$ cat config.mk
export PLATFORM = sky130hd
export DESIGN_NAME = dual_timer_sync_start
export DESIGN_NICKNAME = d
export VERILOG_FILES = /design/src/pkg/dual_timer_pkg.sv /design/src/pkg/channel_if.sv /design/src/logic/dual_timer_sync_start.sv /design/src/logic/timer_channel3.sv
export SDC_FILE = /design/constraint.sdc
export NUM_CORES = 1
export LEC_CHECK = 0
export BUFFER_PORTS_ARGS = -buffer_cell sky130_fd_sc_hd__buf_2
export CORE_AREA = 2 2 161 163
export CTS_CLUSTER_DIAMETER = 30
export DETAILED_ROUTE_END_ITERATION = 12
export DIE_AREA = 0 0 163 165
export PLACE_DENSITY = 0.6
export SLEW_MARGIN = 20
export SYNTH_ARGS = -nofsm -noshare
export SYNTH_HDL_FRONTEND = slang
export SYNTH_SLANG_ARGS = --single-unit
$ cat constraint.sdc
create_clock -name pclk -period 2.6 [get_ports pclk]
set_input_delay 0.26 -clock pclk [delete_from_list [all_inputs] [get_ports pclk]]
set_output_delay 0.26 -clock pclk [all_outputs]
set_load 0.03 [all_outputs]
$ cat src/pkg/dual_timer_pkg.sv
// package: register map, field layout and reset values of the dual timer
package dual_timer_pkg;
  localparam int unsigned ADDR_W = 12;
  localparam logic [11:0] OFF_SYNC_START = 12'h000;
  localparam logic [11:0] OFF_CLOCK_STOP = 12'h004;
  localparam logic [11:0] OFF_MAIN_RUN = 12'h010;
  localparam logic [11:0] OFF_MAIN_CTRL = 12'h014;
  localparam logic [11:0] OFF_MAIN_MODE = 12'h018;
  localparam logic [11:0] OFF_MAIN_IOCTL = 12'h01c;
  localparam logic [11:0] OFF_MAIN_CMPA = 12'h020;
  localparam logic [11:0] OFF_MAIN_CNT = 12'h024;
  localparam logic [11:0] OFF_SEC_RUN = 12'h030;
  localparam logic [11:0] OFF_SEC_CTRL = 12'h034;
  localparam logic [11:0] OFF_SEC_MODE = 12'h038;
  localparam logic [11:0] OFF_SEC_IOCTL = 12'h03c;
  localparam logic [11:0] OFF_SEC_CMPA = 12'h040;
  localparam logic [11:0] OFF_SEC_CNT = 12'h044;
  localparam logic [11:0] UNIT_STRIDE = 12'h020;
  // run / sync-start bit positions
  localparam int unsigned RUN_BIT_CH3 = 6;
  localparam int unsigned RUN_BIT_CH4 = 7;
  localparam logic [7:0] MAIN_SYNC_MASK = 8'h07;
  localparam logic [7:0] MAIN_RUN_MASK = 8'hc7;
  localparam logic [7:0] SEC_RUN_MASK = 8'hc0;
  // sync-start layout: bits 7:3 main ch4,ch3,ch2,ch1,ch0 ; bits 1:0 sec ch4,ch3
  localparam logic [7:0] SYNC_VALID_MASK = 8'hfb;
  localparam int unsigned SYNC_MAIN_LSB = 3;
  localparam int unsigned SYNC_SEC_CH3 = 0;
  localparam int unsigned SYNC_SEC_CH4 = 1;
  // clock stop bits
  localparam int unsigned STOP_MAIN = 0;
  localparam int unsigned STOP_SEC = 1;
  localparam logic [1:0] CLOCK_STOP_RESET = 2'h3;
  // field values
  localparam logic [3:0] MODE_NORMAL = 4'h0;
  localparam logic [2:0] CLEAR_ON_CMPA = 3'h1;
  localparam logic [3:0] IOA_TOGGLE_HIGH = 4'h7;
  localparam int unsigned CLEAR_LSB = 5;
  localparam logic [15:0] CMPA_RESET = 16'hffff;
  localparam logic [7:0] CTRL_RESET = 8'h00;
  localparam logic [7:0] MODE_RESET = 8'h00;
  localparam logic [15:0] IOCTL_RESET = 16'h0000;
  localparam logic [15:0] CNT_RESET = 16'h0000;
endpackage

$ cat src/pkg/channel_if.sv
// interface: software access and run control of one timer channel
`timescale 1ns/100ps
interface channel_if;
  logic run;
  logic tick;
  logic cnt_we;
  logic cmpa_we;
  logic ioctl_we;
  logic ctrl_we;
  logic mode_we;
  logic [15:0] wdata;
  logic [15:0] cnt;
  logic [15:0] cmpa;
  logic [15:0] ioctl;
  logic [7:0] ctrl;
  logic [7:0] mode;
  logic pin;
  modport unit (input run, tick, cnt_we, cmpa_we, ioctl_we, ctrl_we, mode_we, wdata,
    output cnt, cmpa, ioctl, ctrl, mode, pin);
  modport host (output run, tick, cnt_we, cmpa_we, ioctl_we, ctrl_we, mode_we, wdata,
    input cnt, cmpa, ioctl, ctrl, mode, pin);
endinterface

$ cat src/logic/dual_timer_sync_start.sv
// module: two timer units with shared synchronous start, apb slave
//
// The APB interface to the registers and the register offsets were left to the implementer.
`timescale 1ns/100ps

module dual_timer_sync_start
  import dual_timer_pkg::*;
(
  input wire logic pclk,
  input wire logic presetn,
  input wire logic psel,
  input wire logic penable,
  input wire logic pwrite,
  input wire logic [dual_timer_pkg::ADDR_W-1:0] paddr,
  input wire logic [31:0] pwdata,
  input wire logic [3:0] pstrb,
  output logic [31:0] prdata,
  output logic pready,
  output logic pslverr,
  output logic main_ch3_output_pin,
  output logic secondary_ch3_output_pin
);
  import dual_timer_pkg::*;

  // ----------------------------------------
  // state
  // ----------------------------------------
  typedef struct packed {
    logic [7:0] main_run;
    logic [7:0] sec_run;
    logic [7:0] sync_req;
    logic [1:0] clock_stop;
    logic [31:0] rdata;
    logic ready;
    logic err;
  } top_state_t;

  top_state_t st_ff;
  top_state_t nxt_st;

  channel_if ch_main ();
  channel_if ch_sec ();

  logic acc;
  logic wr;
  logic rd;
  logic full_word;
  logic [ADDR_W-1:0] unit_off;
  logic sel_main;
  logic sel_sec;
  logic [7:0] sync_wr;

  // ----------------------------------------
  // apb decode
  // ----------------------------------------
  // read data is captured on the first access edge, a write commits on the completing edge
  assign acc = psel && penable && !st_ff.ready;
  assign wr = psel && penable && pwrite && st_ff.ready;
  assign rd = acc && !pwrite;
  assign full_word = (pstrb[1:0] == 2'b11);
  assign sel_main = (paddr >= OFF_MAIN_RUN) && (paddr <= OFF_MAIN_CNT);
  assign sel_sec = (paddr >= OFF_SEC_RUN) && (paddr <= OFF_SEC_CNT);
  assign unit_off = sel_sec ? paddr - OFF_SEC_RUN + OFF_MAIN_RUN : paddr;
  assign sync_wr = (wr && paddr == OFF_SYNC_START) ? (pwdata[7:0] & SYNC_VALID_MASK) : 8'h00;

  // ----------------------------------------
  // channel write strobes
  // ----------------------------------------
  // the secondary unit reuses the main channel 3 register layout
  always_comb
  begin
    ch_main.wdata = pwdata[15:0];
    ch_sec.wdata = pwdata[15:0];
    ch_main.cnt_we = wr && full_word && sel_main && unit_off == OFF_MAIN_CNT;
    ch_main.cmpa_we = wr && full_word && sel_main && unit_off == OFF_MAIN_CMPA;
    ch_main.ioctl_we = wr && full_word && sel_main && unit_off == OFF_MAIN_IOCTL;
    ch_main.ctrl_we = wr && pstrb[0] && sel_main && unit_off == OFF_MAIN_CTRL;
    ch_main.mode_we = wr && pstrb[0] && sel_main && unit_off == OFF_MAIN_MODE;
    ch_sec.cnt_we = wr && full_word && sel_sec && unit_off == OFF_MAIN_CNT;
    ch_sec.cmpa_we = wr && full_word && sel_sec && unit_off == OFF_MAIN_CMPA;
    ch_sec.ioctl_we = wr && full_word && sel_sec && unit_off == OFF_MAIN_IOCTL;
    ch_sec.ctrl_we = wr && pstrb[0] && sel_sec && unit_off == OFF_MAIN_CTRL;
    ch_sec.mode_we = wr && pstrb[0] && sel_sec && unit_off == OFF_MAIN_MODE;
    ch_main.tick = !st_ff.clock_stop[STOP_MAIN];
    ch_sec.tick = !st_ff.clock_stop[STOP_SEC];
    ch_main.run = st_ff.main_run[RUN_BIT_CH3];
    ch_sec.run = st_ff.sec_run[RUN_BIT_CH3];
  end

  timer_channel3 u_main_ch3 (
    .pclk(pclk),
    .presetn(presetn),
    .ch(ch_main)
  );

  timer_channel3 u_sec_ch3 (
    .pclk(pclk),
    .presetn(presetn),
    .ch(ch_sec)
  );

  // ----------------------------------------
  // run control and synchronous start
  // ----------------------------------------
  always_comb
  begin
    nxt_st = st_ff;
    nxt_st.ready = acc;
    nxt_st.err = 1'b0;
    // a request bit is served once its run bit has been set and the unit is clocked
    if (st_ff.sync_req[SYNC_SEC_CH3] && st_ff.sec_run[RUN_BIT_CH3] && !st_ff.clock_stop[STOP_SEC])
      nxt_st.sync_req[SYNC_SEC_CH3] = 1'b0;
    if (st_ff.sync_req[SYNC_SEC_CH4] && st_ff.sec_run[RUN_BIT_CH4] && !st_ff.clock_stop[STOP_SEC])
      nxt_st.sync_req[SYNC_SEC_CH4] = 1'b0;
    for (int i = 0; i < 5; i++)
    begin
      if (st_ff.sync_req[SYNC_MAIN_LSB + i] && !st_ff.clock_stop[STOP_MAIN] &&
          st_ff.main_run[(i < 3) ? i : i + 3])
        nxt_st.sync_req[SYNC_MAIN_LSB + i] = 1'b0;
    end
    if (wr && pstrb[0])
    begin
      case (paddr)
        OFF_MAIN_RUN: nxt_st.main_run = pwdata[7:0] & MAIN_RUN_MASK;
        OFF_SEC_RUN: nxt_st.sec_run = pwdata[7:0] & SEC_RUN_MASK;
        OFF_CLOCK_STOP: nxt_st.clock_stop = pwdata[1:0];
        default: nxt_st.clock_stop = st_ff.clock_stop;
      endcase
    end
    // one write sets run bits of both units on the same edge, any mode; set wins
    nxt_st.sync_req = nxt_st.sync_req | sync_wr;
    nxt_st.main_run = nxt_st.main_run | {sync_wr[7:6], 3'b000, sync_wr[5:3]};
    nxt_st.sec_run = nxt_st.sec_run | {sync_wr[1:0], 6'b000000};
    if (rd)
    begin
      case (unit_off)
        OFF_MAIN_RUN: nxt_st.rdata = {24'h00_0000, sel_sec ? st_ff.sec_run : st_ff.main_run};
        OFF_MAIN_CNT: nxt_st.rdata = {16'h0000, sel_sec ? ch_sec.cnt : ch_main.cnt};
        OFF_MAIN_CMPA: nxt_st.rdata = {16'h0000, sel_sec ? ch_sec.cmpa : ch_main.cmpa};
        OFF_MAIN_IOCTL: nxt_st.rdata = {16'h0000, sel_sec ? ch_sec.ioctl : ch_main.ioctl};
        OFF_MAIN_CTRL: nxt_st.rdata = {24'h00_0000, sel_sec ? ch_sec.ctrl : ch_main.ctrl};
        OFF_MAIN_MODE: nxt_st.rdata = {24'h00_0000, sel_sec ? ch_sec.mode : ch_main.mode};
        OFF_SYNC_START: nxt_st.rdata = {24'h00_0000, st_ff.sync_req};
        OFF_CLOCK_STOP: nxt_st.rdata = {30'h0000_0000, st_ff.clock_stop};
        default: nxt_st.rdata = 32'h0000_0000;
      endcase
    end
    if (acc && !sel_main && !sel_sec && paddr != OFF_SYNC_START &&
        paddr != OFF_CLOCK_STOP)
      nxt_st.err = 1'b1;
    if (acc && (sel_main || sel_sec) && (paddr[1:0] != 2'b00))
      nxt_st.err = 1'b1;
  end

  always_ff @(posedge pclk or negedge presetn)
  begin
    if (!presetn)
      st_ff <= '{main_run: 8'h00, sec_run: 8'h00, sync_req: 8'h00,
        clock_stop: CLOCK_STOP_RESET, rdata: 32'h0000_0000, ready: 1'b0, err: 1'b0};
    else
      st_ff <= nxt_st;
  end

  // ----------------------------------------
  // outputs
  // ----------------------------------------
  assign prdata = st_ff.rdata;
  assign pready = st_ff.ready;
  assign pslverr = st_ff.err;
  assign main_ch3_output_pin = ch_main.pin;
  assign secondary_ch3_output_pin = ch_sec.pin;
endmodule // dual_timer_sync_start

$ cat src/logic/timer_channel3.sv
// module: one channel 3 counter with compare A clear and toggle output
`timescale 1ns/100ps
module timer_channel3
  import dual_timer_pkg::*;
(
  input wire logic pclk,
  input wire logic presetn,
  channel_if.unit ch
);
  typedef struct packed {
    logic [15:0] cnt;
    logic [15:0] cmpa;
    logic [15:0] ioctl;
    logic [7:0] ctrl;
    logic [7:0] mode;
    logic pin;
  } chan_state_t;

  chan_state_t st_ff;
  chan_state_t nxt_st;
  logic match;
  logic [3:0] io_control_a_field;

  always_comb
  begin
    nxt_st = st_ff;
    io_control_a_field = st_ff.ioctl[3:0];
    match = ch.run && ch.tick && (st_ff.cnt == st_ff.cmpa);
    if (ch.run && ch.tick)
    begin
      if (match && st_ff.ctrl[CLEAR_LSB +: 3] == CLEAR_ON_CMPA)
        nxt_st.cnt = 16'h0000;
      else
        nxt_st.cnt = st_ff.cnt + 16'h0001;
    end
    if (match && st_ff.mode[3:0] == MODE_NORMAL && io_control_a_field == IOA_TOGGLE_HIGH)
      nxt_st.pin = ~st_ff.pin;
    if (ch.cnt_we)
      nxt_st.cnt = ch.wdata;
    if (ch.cmpa_we)
      nxt_st.cmpa = ch.wdata;
    if (ch.ioctl_we)
    begin
      nxt_st.ioctl = ch.wdata;
      if (ch.wdata[3:0] == IOA_TOGGLE_HIGH)
        nxt_st.pin = 1'b1;
      else if (ch.wdata[3:0] == 4'h0)
        nxt_st.pin = st_ff.pin;
      else
        nxt_st.pin = 1'b0;
    end
    if (ch.ctrl_we)
      nxt_st.ctrl = ch.wdata[7:0];
    if (ch.mode_we)
      nxt_st.mode = ch.wdata[7:0];
  end

  always_ff @(posedge pclk or negedge presetn)
  begin
    if (!presetn)
      st_ff <= '{cnt: CNT_RESET, cmpa: CMPA_RESET, ioctl: IOCTL_RESET, ctrl: CTRL_RESET,
        mode: MODE_RESET, pin: 1'b0};
    else
      st_ff <= nxt_st;
  end

  assign ch.cnt = st_ff.cnt;
  assign ch.cmpa = st_ff.cmpa;
  assign ch.ioctl = st_ff.ioctl;
  assign ch.ctrl = st_ff.ctrl;
  assign ch.mode = st_ff.mode;
  assign ch.pin = st_ff.pin;
endmodule // timer_channel3

==> results of run 1 <==
-- layer usage --
metal / share of wire, % / global-route usage, % / vias to the layer above / routed length [um]
met5: 0 / 0 / - / 0
met1: 46 / 31.9 / 3871 / 13500
met2: 45 / 35.6 / 283 / 13300
li1: - / - / 3718 / -
met4: 2.1 / 7.44 / 0 / 627
met3: 7.0 / 4.12 / 33 / 2050
-- state kept, by name (all words and copies together), names as in the netlist, 8 cells and up --
signal               count
prdata                  16
st_ff                   14
u_main_ch3.ch.cmpa      16
u_main_ch3.ch.cnt       16
u_main_ch3.ch.ctrl       8
u_main_ch3.ch.ioctl     16
u_main_ch3.ch.mode       8
u_sec_ch3.ch.cmpa       16
u_sec_ch3.ch.cnt        16
u_sec_ch3.ch.ctrl        8
u_sec_ch3.ch.ioctl      16
u_sec_ch3.ch.mode        8
-- Yosys cell counts, drive strengths merged, types with 2 or more instances --
cell / n / area [um^2]
nand2: 206 / 773
dfrtp: 130 / 3250
mux2: 78 / 878
buf: 63 / 414
nor2: 61 / 231
a21oi: 45 / 225
mux2i: 42 / 420
o21ai: 37 / 185
clkbuf: 34 / 130
dfstp: 34 / 893
xnor2: 27 / 236
nand3: 19 / 108
nor3: 19 / 116
and3: 17 / 106
nand4: 14 / 87.6
o22ai: 13 / 81.3
a31oi: 12 / 75.1
and2: 12 / 75.1
inv: 11 / 41.3
o211ai: 11 / 82.6
a221oi: 10 / 87.6
a22oi: 9 / 67.6
nor4: 9 / 56.3
nand2b: 7 / 43.8
or3: 7 / 43.8
nor2b: 6 / 37.5
or4: 6 / 45.0
o21a: 5 / 37.5
or2: 5 / 31.3
xor2: 5 / 43.8
a211oi: 4 / 30.0
a22o: 4 / 35.0
a2bb2oi: 4 / 35.0
nor4b: 4 / 35.0
o221ai: 4 / 35.0
o31a: 4 / 35.0
a21boi: 3 / 22.5
a222oi: 3 / 30.0
and4: 3 / 26.3
ha: 3 / 37.5
nand3b: 3 / 22.5
nand4b: 2 / 17.5
nor3b: 2 / 15.0
nor4bb: 2 / 20.0
-- per-stage QoR --
step	instance area [um^2]	utilization (%)
after floorplan	9500	-
after global placement	10400	41.7
after detailed placement	10400	41.7
after CTS	11000	44.1
after global routing	11000	44.1
final	11000	44.1
-- worst reg2reg max path: stages, from the launching register on --
cell and delay (ns):
dfstp_2 0.57, xnor2_1 0.15, nand4_1 0.15, nor4_1 0.36, buf_4 0.21, and3_1 0.20
nand2b_1 0.26, buf_4 0.18, o311a_1 0.16, a21oi_1 0.06
-- power groups by stage --
stage	registers (uW)	logic, uW	clock network, uW
after global routing	2560	328	2800
after CTS	2560	302	2700
after global placement	2610	300	0
after detailed placement	2610	300	0
final	2560	299	2660
after floorplan	2610	143	0
-- final timing paths --
kind / start / endpoint / slack [ns]
setup / recovery: u_main_ch3.ch.cmpa[11]$_DFFE_PN1P_ / u_main_ch3.ch.cnt[13]$_DFFE_PN0P_ / 0.19
hold / removal: penable / pready$_DFF_PN0_ / 0.07
setup reg to reg: u_main_ch3.ch.cmpa[11]$_DFFE_PN1P_ / u_main_ch3.ch.cnt[13]$_DFFE_PN0P_ / 0.19
hold reg to reg: u_sec_ch3.ch.ioctl[11]$_DFFE_PN0N_ / u_sec_ch3.ch.ioctl[11]$_DFFE_PN0N_ / 0.47
max in group asynchronous: presetn / u_sec_ch3.ch.cmpa[13]$_DFFE_PN1P_ / 1.43
min in group asynchronous: presetn / u_main_ch3.ch.ioctl[0]$_DFFE_PN0N_ / 0.40
-- kinds of logic (layout without fill, tap and decap cells) --
| family | count (synthesis) | count (layout) | share of synthesized area [%] |
|---|---|---|---|
| and+or+nand+nor | 406 | 406 | 20.3 |
| AOI/OAI and AO/OA | 178 | 178 | 12.2 |
| DFF | 164 | 164 | 44.0 |
| muxes | 120 | 120 | 13.8 |
| buffers and inverters | 108 | 185 | 6.22 |
| xor gates and xnor gates | 32 | 32 | 2.98 |
| adders and majority gates | 3 | 3 | 0.399 |
| other | 1 | 16 | 0.0398 |
-- final cells by class --
class,count,area [um^2]
fillers,2429,14000
repair buffers,142,1060
clock inverters,15,180
clock buffers,17,425
multi-input cells,755,4770
flip-flops and latches,164,4150
well taps,330,413
inverters,11,41.3
-- repair_timing --
| item | 4_1_cts | 5_1_grt |
|---|---|---|
| hold buffers | 1 | 0 |
| hold endpoints to repair | 53 | 0 |
| setup buffers | 0 | 0 |
==> flow_summary_export.csv, run 1 <==
group,metric,value,unit
cts,clockRootBuffer,"clkbuf_16",
logic_synthesis,ys_ff_latch,164,
floorplan,die_h,165,um
placement,place_congestion,0.927,
logic_synthesis,synth_edf_count,0,
pwr,power.leakage,0.00529,uW
logic_synthesis,ys.flop_type,"dfrtp_1",
worst_setup_path,cp_num_buf_inv,2,
timing,worst_pin_slew,0.664,ns
flow_run,cap_violations,0,
finish,nets,1147,
floorplan,core_area,25000,um^2
pwr,switchingPower,1430,uW
detailed_routing,dr.first_iter.drc_count,814,
grt,gr-usage-all-layers,22.7,%
timing,whs,0.0713,ns
timing,hold_viol_final,0,
detailed_routing,drc,0,
grt,gr-total-overflow,0,
floorplan,die_area,26900,um^2
worst_setup_path,cp_num_cells,9,
pwr,swShare,25.8,%
detailed_routing,first_pass_iters,5,
finish,layout_commonest_cell,"nand2_1",
timing,slew_headroom,55.7,%
timing,fmax,414,MHz
logic_synthesis,ys_warn_count,0,
floorplan,ios,89,
worst_hold_path,min_path_cells,3,
logic_synthesis,syn-cell-area,9420,um^2
pwr,total_power,5520,uW
cts,path_clk_slew,0.07,ns
logic_synthesis,netlist_instances,1012,
logic_synthesis,async_reset_ff_share,100,%
timing,period_minus_slack,2.41,ns
cts,clockBufferDepth,2,
worst_hold_path,hold_class,"input pin to register",
outcome,status,"completed",
timing,min_period_over_period,92.9,%
detailed_routing,vias_per_cell,5.51,
floorplan,die_width,163,um
worst_setup_path,startpoint_type,"register",
logic_synthesis,yosysSeqAreaShare,44.0,%
worst_setup_path,cp.arrival,2.74,ns
detailed_routing,routed_wl,29500,um
timing,maxSlewViolCount,0,
logic_synthesis,ys_types,66,
grt,grt_pass1_wl,45700,um
pwr,ir_worst_vdd,0.000393,V
worst_setup_path,reg2regPathDepth,9,
finish,area_growth,17.2,%
detailed_routing,wl_per_cell,20.6,um
pwr,p_seq_share,46.4,%
pwr,p_int,4100,uW
worst_setup_path,cp_common_cell,"buf_4",
pwr,p_per_area,500,nW/um^2
cts,cts_buffers,17,
worst_setup_path,cp_top_family,"simple AND/OR/NAND/NOR gates",
placement,dp_slack,-0.00204,ns
timing,setup_viol,0,
floorplan,rows,58,
grt,grt_pass1_vias,7724,
floorplan,initial_core_util,37.6,%
timing,fin_skew,0.0120,ns
worst_setup_path,path_max_fanout,6,
cts,cts.repair.resized,0,
timing,fin_ws,0.186,ns
worst_setup_path,cp_slowest_stage_delay,0.57,ns
worst_setup_path,worst_setup_path_end_kind,"register",
pwr,pwr-share-clk,48.2,%
cts,htreeDepth,4,
worst_setup_path,worstSetupPathType,"register to register",
cts,clock_sinks,164,
finish,finalNonFillerCells,1434,
detailed_routing,ant_nets,0,
worst_setup_path,cp.required,2.92,ns
detailed_routing,vias,7905,
finish,drive_above_1_share,27.0,%
cts,cts_tree,"yes",
pwr,combinationalPowerShare,5.4,%
logic_synthesis,syn_area_per_cell,9.31,um^2
cts,worstSkewPairLatency,0.43,ns
placement,numPlacedInstances,1401,
grt,grt_max_degree,66,
grt,antenna_found_initial,1,
worst_setup_path,crit_chain,"xnor2_1 -> nand4_1 -> nor4_1 -> buf_4 -> and3_1 -> nand2b_1 -> buf_4 -> o311a_1 -> a21oi_1",
finish,antenna_cells,0,
placement,dpl.hpwl,21400,um
placement,io_buffers,54,
timing,setup_tns,0,ns
timing,rsz0062_at_grt,"false",
worst_setup_path,slowest_stage,"dfstp_2",
finish,final_cell_mix,"nand2_1 (206), dfrtp_1 (130), mux2_2 (78)",
Power figures use the tool's default switching activity.
==> run 2: changes to the inputs <==
--- a/config.mk
+++ b/config.mk
@@ -11,6 +11,7 @@
 export DETAILED_ROUTE_END_ITERATION = 12
 export DIE_AREA = 0 0 163 165
 export PLACE_DENSITY = 0.6
+export RECOVER_POWER = 50
 export SLEW_MARGIN = 20
 export SYNTH_ARGS = -nofsm -noshare
 export SYNTH_HDL_FRONTEND = slang
==> run 2 against run 1 <==
The flow now finishes with violations (capacitance limit, slew limit). Via count barely moved. First-iteration DRC count fell by 9.7%. Die area did not move. Register-to-register slack barely moved. Critical endpoint unchanged. Largest cell class unchanged. Largest power group unchanged. Highest routed layer unchanged.
==> flow_summary_export.csv, run 2 (synthesized netlist as in run 1, its figures left out) <==
group,metric,value,unit
timing,fmax,415,MHz
pwr,p_int,4100,uW
cts,htreeDepth,4,
pwr,combinationalPowerShare,5.4,%
pwr,pwr-share-clk,48.2,%
cts,clock_sinks,164,
worst_hold_path,min_path_cells,3,
finish,area_growth,17.0,%
floorplan,core_area,25000,um^2
detailed_routing,first_pass_iters,5,
worst_setup_path,startpoint_type,"register",
detailed_routing,vias,7904,
placement,dpl.hpwl,21400,um
detailed_routing,dr.first_iter.drc_count,735,
grt,grt_pass1_wl,45700,um
cts,clockRootBuffer,"clkbuf_16",
detailed_routing,vias_per_cell,5.51,
timing,min_period_over_period,92.8,%
finish,layout_commonest_cell,"nand2_1",
worst_setup_path,reg2regPathDepth,9,
finish,antenna_cells,0,
flow_run,cap_violations,1,
pwr,swShare,25.9,%
timing,fin_skew,0.0118,ns
pwr,ir_worst_vdd,0.000395,V
placement,io_buffers,54,
grt,grt_max_degree,66,
timing,setup_viol,0,
worst_hold_path,hold_class,"input pin to register",
timing,worst_pin_slew,1.80,ns
placement,numPlacedInstances,1401,
finish,drive_above_1_share,26.1,%
floorplan,rows,58,
worst_setup_path,slowest_stage,"dfstp_2",
timing,hold_viol_final,0,
outcome,status,"finished, violations left",
cts,worstSkewPairLatency,0.44,ns
pwr,switchingPower,1430,uW
placement,place_congestion,0.927,
timing,slew_headroom,-20.3,%
worst_setup_path,path_max_fanout,6,
grt,gr-usage-all-layers,22.7,%
worst_setup_path,cp.required,2.92,ns
cts,cts_buffers,17,
worst_setup_path,crit_chain,"xnor2_1 -> nand4_1 -> nor4_1 -> buf_4 -> and3_1 -> nand2b_1 -> buf_4 -> o311a_1 -> a21oi_1",
grt,antenna_found_initial,1,
grt,grt_pass1_vias,7724,
timing,whs,0.0706,ns
detailed_routing,routed_wl,29500,um
cts,path_clk_slew,0.07,ns
worst_setup_path,worst_setup_path_end_kind,"register",
detailed_routing,drc,0,
timing,rsz0062_at_grt,"false",
detailed_routing,wl_per_cell,20.6,um
floorplan,die_area,26900,um^2
detailed_routing,ant_nets,0,
cts,cts_tree,"yes",
timing,period_minus_slack,2.41,ns
timing,maxSlewViolCount,64,
cts,clockBufferDepth,2,
finish,finish.utilization,44.0,%
worst_setup_path,cp_common_cell,"buf_4",
worst_setup_path,cp.arrival,2.74,ns
finish,finalNonFillerCells,1434,
pwr,total_power,5520,uW
pwr,p_per_area,501,nW/um^2
floorplan,die_h,165,um
finish,final_cell_mix,"nand2_1 (206), dfrtp_1 (130), mux2_2 (78)",
floorplan,die_width,163,um
pwr,p_seq_share,46.4,%
floorplan,initial_core_util,37.6,%
worst_setup_path,worstSetupPathType,"register to register",
outcome,violations,"capacitance limit, slew limit",
pwr,power.leakage,0.00524,uW
grt,gr-total-overflow,0,
worst_setup_path,cp_slowest_stage_delay,0.57,ns
finish,nets,1147,
floorplan,ios,89,
==> run 2: cell types whose count changed in the layout (fill, tap and decap cells not counted) <==
cell,change
buf_2,-10
buf_6,-1
clkbuf_1,+10
clkbuf_2,+1
==> run 2: layout make-up <==
cell class,instances,area (um^2)
clock buffers,17,425
well taps,330,413
clock inverters,15,180
inverters,11,41.3
multi-input cells,755,4770
flip-flops and latches,164,4150
repair buffers,142,1050
fillers,2433,14000
==> run 2: critical path: cells and delay by family (launching register included) <==
kind / cells / cell delay [ns]
simple gates: 4 / 0.98
flops: 1 / 0.57
buf+inv: 2 / 0.39
compound gates: 2 / 0.22
xor+xnor: 1 / 0.15
==> run 2: metal layers <==
metal	share of wire (%)	vias up	GRT usage, %
met2	45	288	35.6
li1	-	3711	-
met1	45	3871	31.9
met3	7.2	34	4.12
met4	2.1	0	7.44
met5	0	-	0
==> run 2: final timing paths <==
path,start,to,slack (ns)
worst max register to register,u_main_ch3.ch.cmpa[11]$_DFFE_PN1P_,u_main_ch3.ch.cnt[13]$_DFFE_PN0P_,0.19
min in group asynchronous,presetn,u_main_ch3.ch.ioctl[0]$_DFFE_PN0N_,0.85
worst min register to register,u_sec_ch3.ch.ioctl[11]$_DFFE_PN0N_,u_sec_ch3.ch.ioctl[11]$_DFFE_PN0N_,0.47
max in group asynchronous,presetn,u_main_ch3.ch.ioctl[7]$_DFFE_PN0N_,0.62
worst max-delay path,u_main_ch3.ch.cmpa[11]$_DFFE_PN1P_,u_main_ch3.ch.cnt[13]$_DFFE_PN0P_,0.19
worst min-delay path,penable,pready$_DFF_PN0_,0.07
==> run 2: per-stage QoR <==
step / TNS (ns) / setup slack, ns / cell area [um^2]
after CTS: 0 / 0.205 / 11000
after floorplan: 0 / 0.127 / 9500
after global routing: 0 / 0.0890 / 11000
final: 0 / 0.188 / 11000
after global placement: 0 / 0.0542 / 10400
after detailed placement: -0.00204 / -0.00204 / 10400
==> run 2: power groups by stage <==
stage | combinational, uW | sequential [uW] | clock [uW]
final | 300 | 2560 | 2660
after global routing | 327 | 2560 | 2800
after CTS | 302 | 2560 | 2700
after detailed placement | 300 | 2610 | 0
after global placement | 300 | 2610 | 0
after floorplan | 143 | 2610 | 0
==> run 2: repair_timing <==
| action | in CTS | in global routing |
|---|---|---|
| hold buffers | 1 | 0 |
| gates resized for setup | 0 | 0 |
| setup buffers | 0 | 0 |
| hold endpoints to repair | 53 | 0 |
==> run 3: changes to the inputs <==
--- a/config.mk
+++ b/config.mk
@@ -6,10 +6,10 @@
 export NUM_CORES = 1
 export LEC_CHECK = 0
 export BUFFER_PORTS_ARGS = -buffer_cell sky130_fd_sc_hd__buf_2
-export CORE_AREA = 2 2 161 163
+export CORE_AREA = 2 2 192 137
 export CTS_CLUSTER_DIAMETER = 30
 export DETAILED_ROUTE_END_ITERATION = 12
-export DIE_AREA = 0 0 163 165
+export DIE_AREA = 0 0 194 139
 export PLACE_DENSITY = 0.6
 export RECOVER_POWER = 50
 export SLEW_MARGIN = 20
==> run 3 against run 2 <==
The flow still finishes with violations (capacitance limit, slew limit). Final area decreased by 0.81%. Critical path depth down 2. Sequential power about the same. Worst setup slack got worse by 0.018 ns. Die area grew 0.26%. Combinational power barely moved. Sequential share of layout area up 0.31 points. Largest power group unchanged. Non-clock buffer count shrank 5.
==> flow_summary_export.csv, run 3 (synthesized netlist as in run 1, its figures left out) <==
group,metric,value,unit
worst_setup_path,reg2regPathDepth,7,
grt,antenna_found_initial,0,
cts,htreeDepth,4,
detailed_routing,drc,0,
placement,dpl.hpwl,21600,um
pwr,power.leakage,0.00520,uW
pwr,ir_worst_vdd,0.000396,V
timing,fin_skew,0.0123,ns
worst_setup_path,rrSetupSlack,0.17,ns
detailed_routing,ant_nets,0,
timing,worst_pin_slew,1.63,ns
finish,final_cell_mix,"nand2_1 (206), dfrtp_1 (130), mux2_2 (78)",
worst_hold_path,holdCritStartpoint,"penable",
finish,area_growth,16.1,%
floorplan,core_area,25300,um^2
worst_setup_path,worstSetupPathType,"register to register",
detailed_routing,vias,7920,
detailed_routing,routed_wl,29600,um
worst_setup_path,cp.required,2.92,ns
pwr,p_per_area,498,nW/um^2
detailed_routing,maxUsedRoutingLayer,"met4",
cts,path_clk_slew,0.08,ns
finish,finish.utilization,43.3,%
detailed_routing,dr.first_iter.drc_count,847,
worst_setup_path,slowest_stage,"dfrtp_1",
worst_setup_path,path_max_fanout,9,
finish,antenna_cells,0,
detailed_routing,first_pass_iters,5,
timing,fin_ws,0.170,ns
outcome,status,"finished, violations left",
grt,grt_pass1_wl,45700,um
cts,clockBufferDepth,2,
detailed_routing,dr_wl_met3,2720,um
finish,layout_commonest_cell,"nand2_1",
flow_run,cap_violations,1,
grt,grt_max_degree,60,
outcome,violations,"capacitance limit, slew limit",
cts,cts_setup_buffers,0,
worst_setup_path,r2r_end,"u_main_ch3.ch.cnt[9]$_DFFE_PN0P_",
finish,nets,1142,
worst_hold_path,min_path_cells,3,
cts,cts_tree,"yes",
worst_setup_path,cp.arrival,2.75,ns
timing,rsz0062_at_grt,"false",
floorplan,die_h,139,um
placement,place_congestion,0.893,
floorplan,ios,89,
timing,fmax,411,MHz
floorplan,die_area,27000,um^2
cts,clockRootBuffer,"clkbuf_16",
floorplan,rows,49,
cts,cts_buffers,17,
detailed_routing,met2_length,11900,um
timing,min_period_over_period,93.5,%
timing,setup_viol,0,
timing,setup_tns,0,ns
timing,hold_viol_final,0,
cts,cts.repair.resized,0,
worst_setup_path,startpoint_type,"register",
detailed_routing,vias_per_cell,5.54,
worst_setup_path,reg2reg_from,"u_main_ch3.ch.cnt[2]$_DFFE_PN0P_",
detailed_routing,drt-met1-wl,14600,um
detailed_routing,wl_per_cell,20.7,um
worst_hold_path,holdPathEnd,"pready$_DFF_PN0_",
worst_hold_path,hold_class,"input pin to register",
cts,worstSkewPairLatency,0.44,ns
timing,slew_headroom,-8.38,%
worst_setup_path,crit_chain,"xnor2_1 -> nand4_1 -> nor4_1 -> and3_1 -> nand2b_1 -> o2bb2ai_1 -> mux2_2",
placement,io_buffers,54,
worst_setup_path,worst_setup_path_end_kind,"register",
floorplan,die_width,194,um
grt,gr-usage-all-layers,22.2,%
cts,clock_sinks,164,
cts,ctsHoldBuffers,1,
timing,maxSlewViolCount,59,
timing,period_minus_slack,2.43,ns
floorplan,initial_core_util,37.3,%
finish,drive_above_1_share,25.8,%
placement,dp_slack,0.0191,ns
grt,grt_pass1_vias,7627,
grt,gr-total-overflow,0,
worst_setup_path,cp_slowest_stage_delay,0.48,ns
==> run 3: cell count changes in the layout (fill, tap and decap cells not counted), sizes merged <==
cell	delta
inv	+2
buf	-7
bufinv	-2
clkbuf	+2
==> run 3: layer usage <==
layer,up-vias,GRT usage [%]
met4,0,5.02
met2,304,30.1
met5,-,0
met3,23,6.01
li1,3681,-
met1,3912,34.6
==> run 3: final cells by class <==
class / count / area (um^2)
fill: 2470 / 14300
multi-input combinational: 755 / 4770
sequential: 164 / 4150
timing repair buffer: 137 / 965
clock buffer: 17 / 425
tap: 331 / 414
clock inverter: 15 / 171
inverter: 11 / 41.3
==> run 3: critical path, delay by kind of cell (launching register included) <==
kind	cells	cell delay (ns)
AND/OR/NAND/NOR	4	1.16
flip-flops	1	0.48
multiplexers	1	0.28
XOR/XNOR	1	0.25
AO/OA/AOI/OAI	1	0.15
==> run 3: how the worst max path moves through the flow <==
stage                                startpoint                                 end  slack, ns  cells after the start
3_3_place_gp                          paddr[11]               prdata[1]$_DFFE_PN0P_       0.07                      9
5_1_grt        u_main_ch3.ch.cnt[0]$_DFFE_PN0P_   u_main_ch3.ch.cnt[14]$_DFFE_PN0P_       0.03                      8
4_1_cts        u_main_ch3.ch.cnt[2]$_DFFE_PN0P_    u_main_ch3.ch.cnt[9]$_DFFE_PN0P_       0.21                      7
2_1_floorplan                          paddr[5]  u_main_ch3.ch.ioctl[0]$_DFFE_PN0N_       0.13                     10
3_5_place_dp                          paddr[11]               prdata[1]$_DFFE_PN0P_       0.02                      9
6_report       u_main_ch3.ch.cnt[2]$_DFFE_PN0P_    u_main_ch3.ch.cnt[9]$_DFFE_PN0P_       0.17                      7
==> run 3: where the power goes <==
group	switching [uW]	internal [uW]	leakage [uW]
combinational	225	72.7	0.00293
clock	1280	1310	0.000296
sequential	4.73	2560	0.00198
total	1510	3940	0.00520
==> run 3: through the flow <==
stage	hold slack, ns	total power, uW	instances	area [um^2]
2_1_floorplan	-0.0356	2750	1027	9500
3_3_place_gp	0.273	2910	1397	10400
3_5_place_dp	0.279	2910	1397	10400
4_1_cts	0.0674	5470	1430	11000
5_1_grt	0.0895	5620	1430	10900
6_report	0.0726	5450	1430	10900
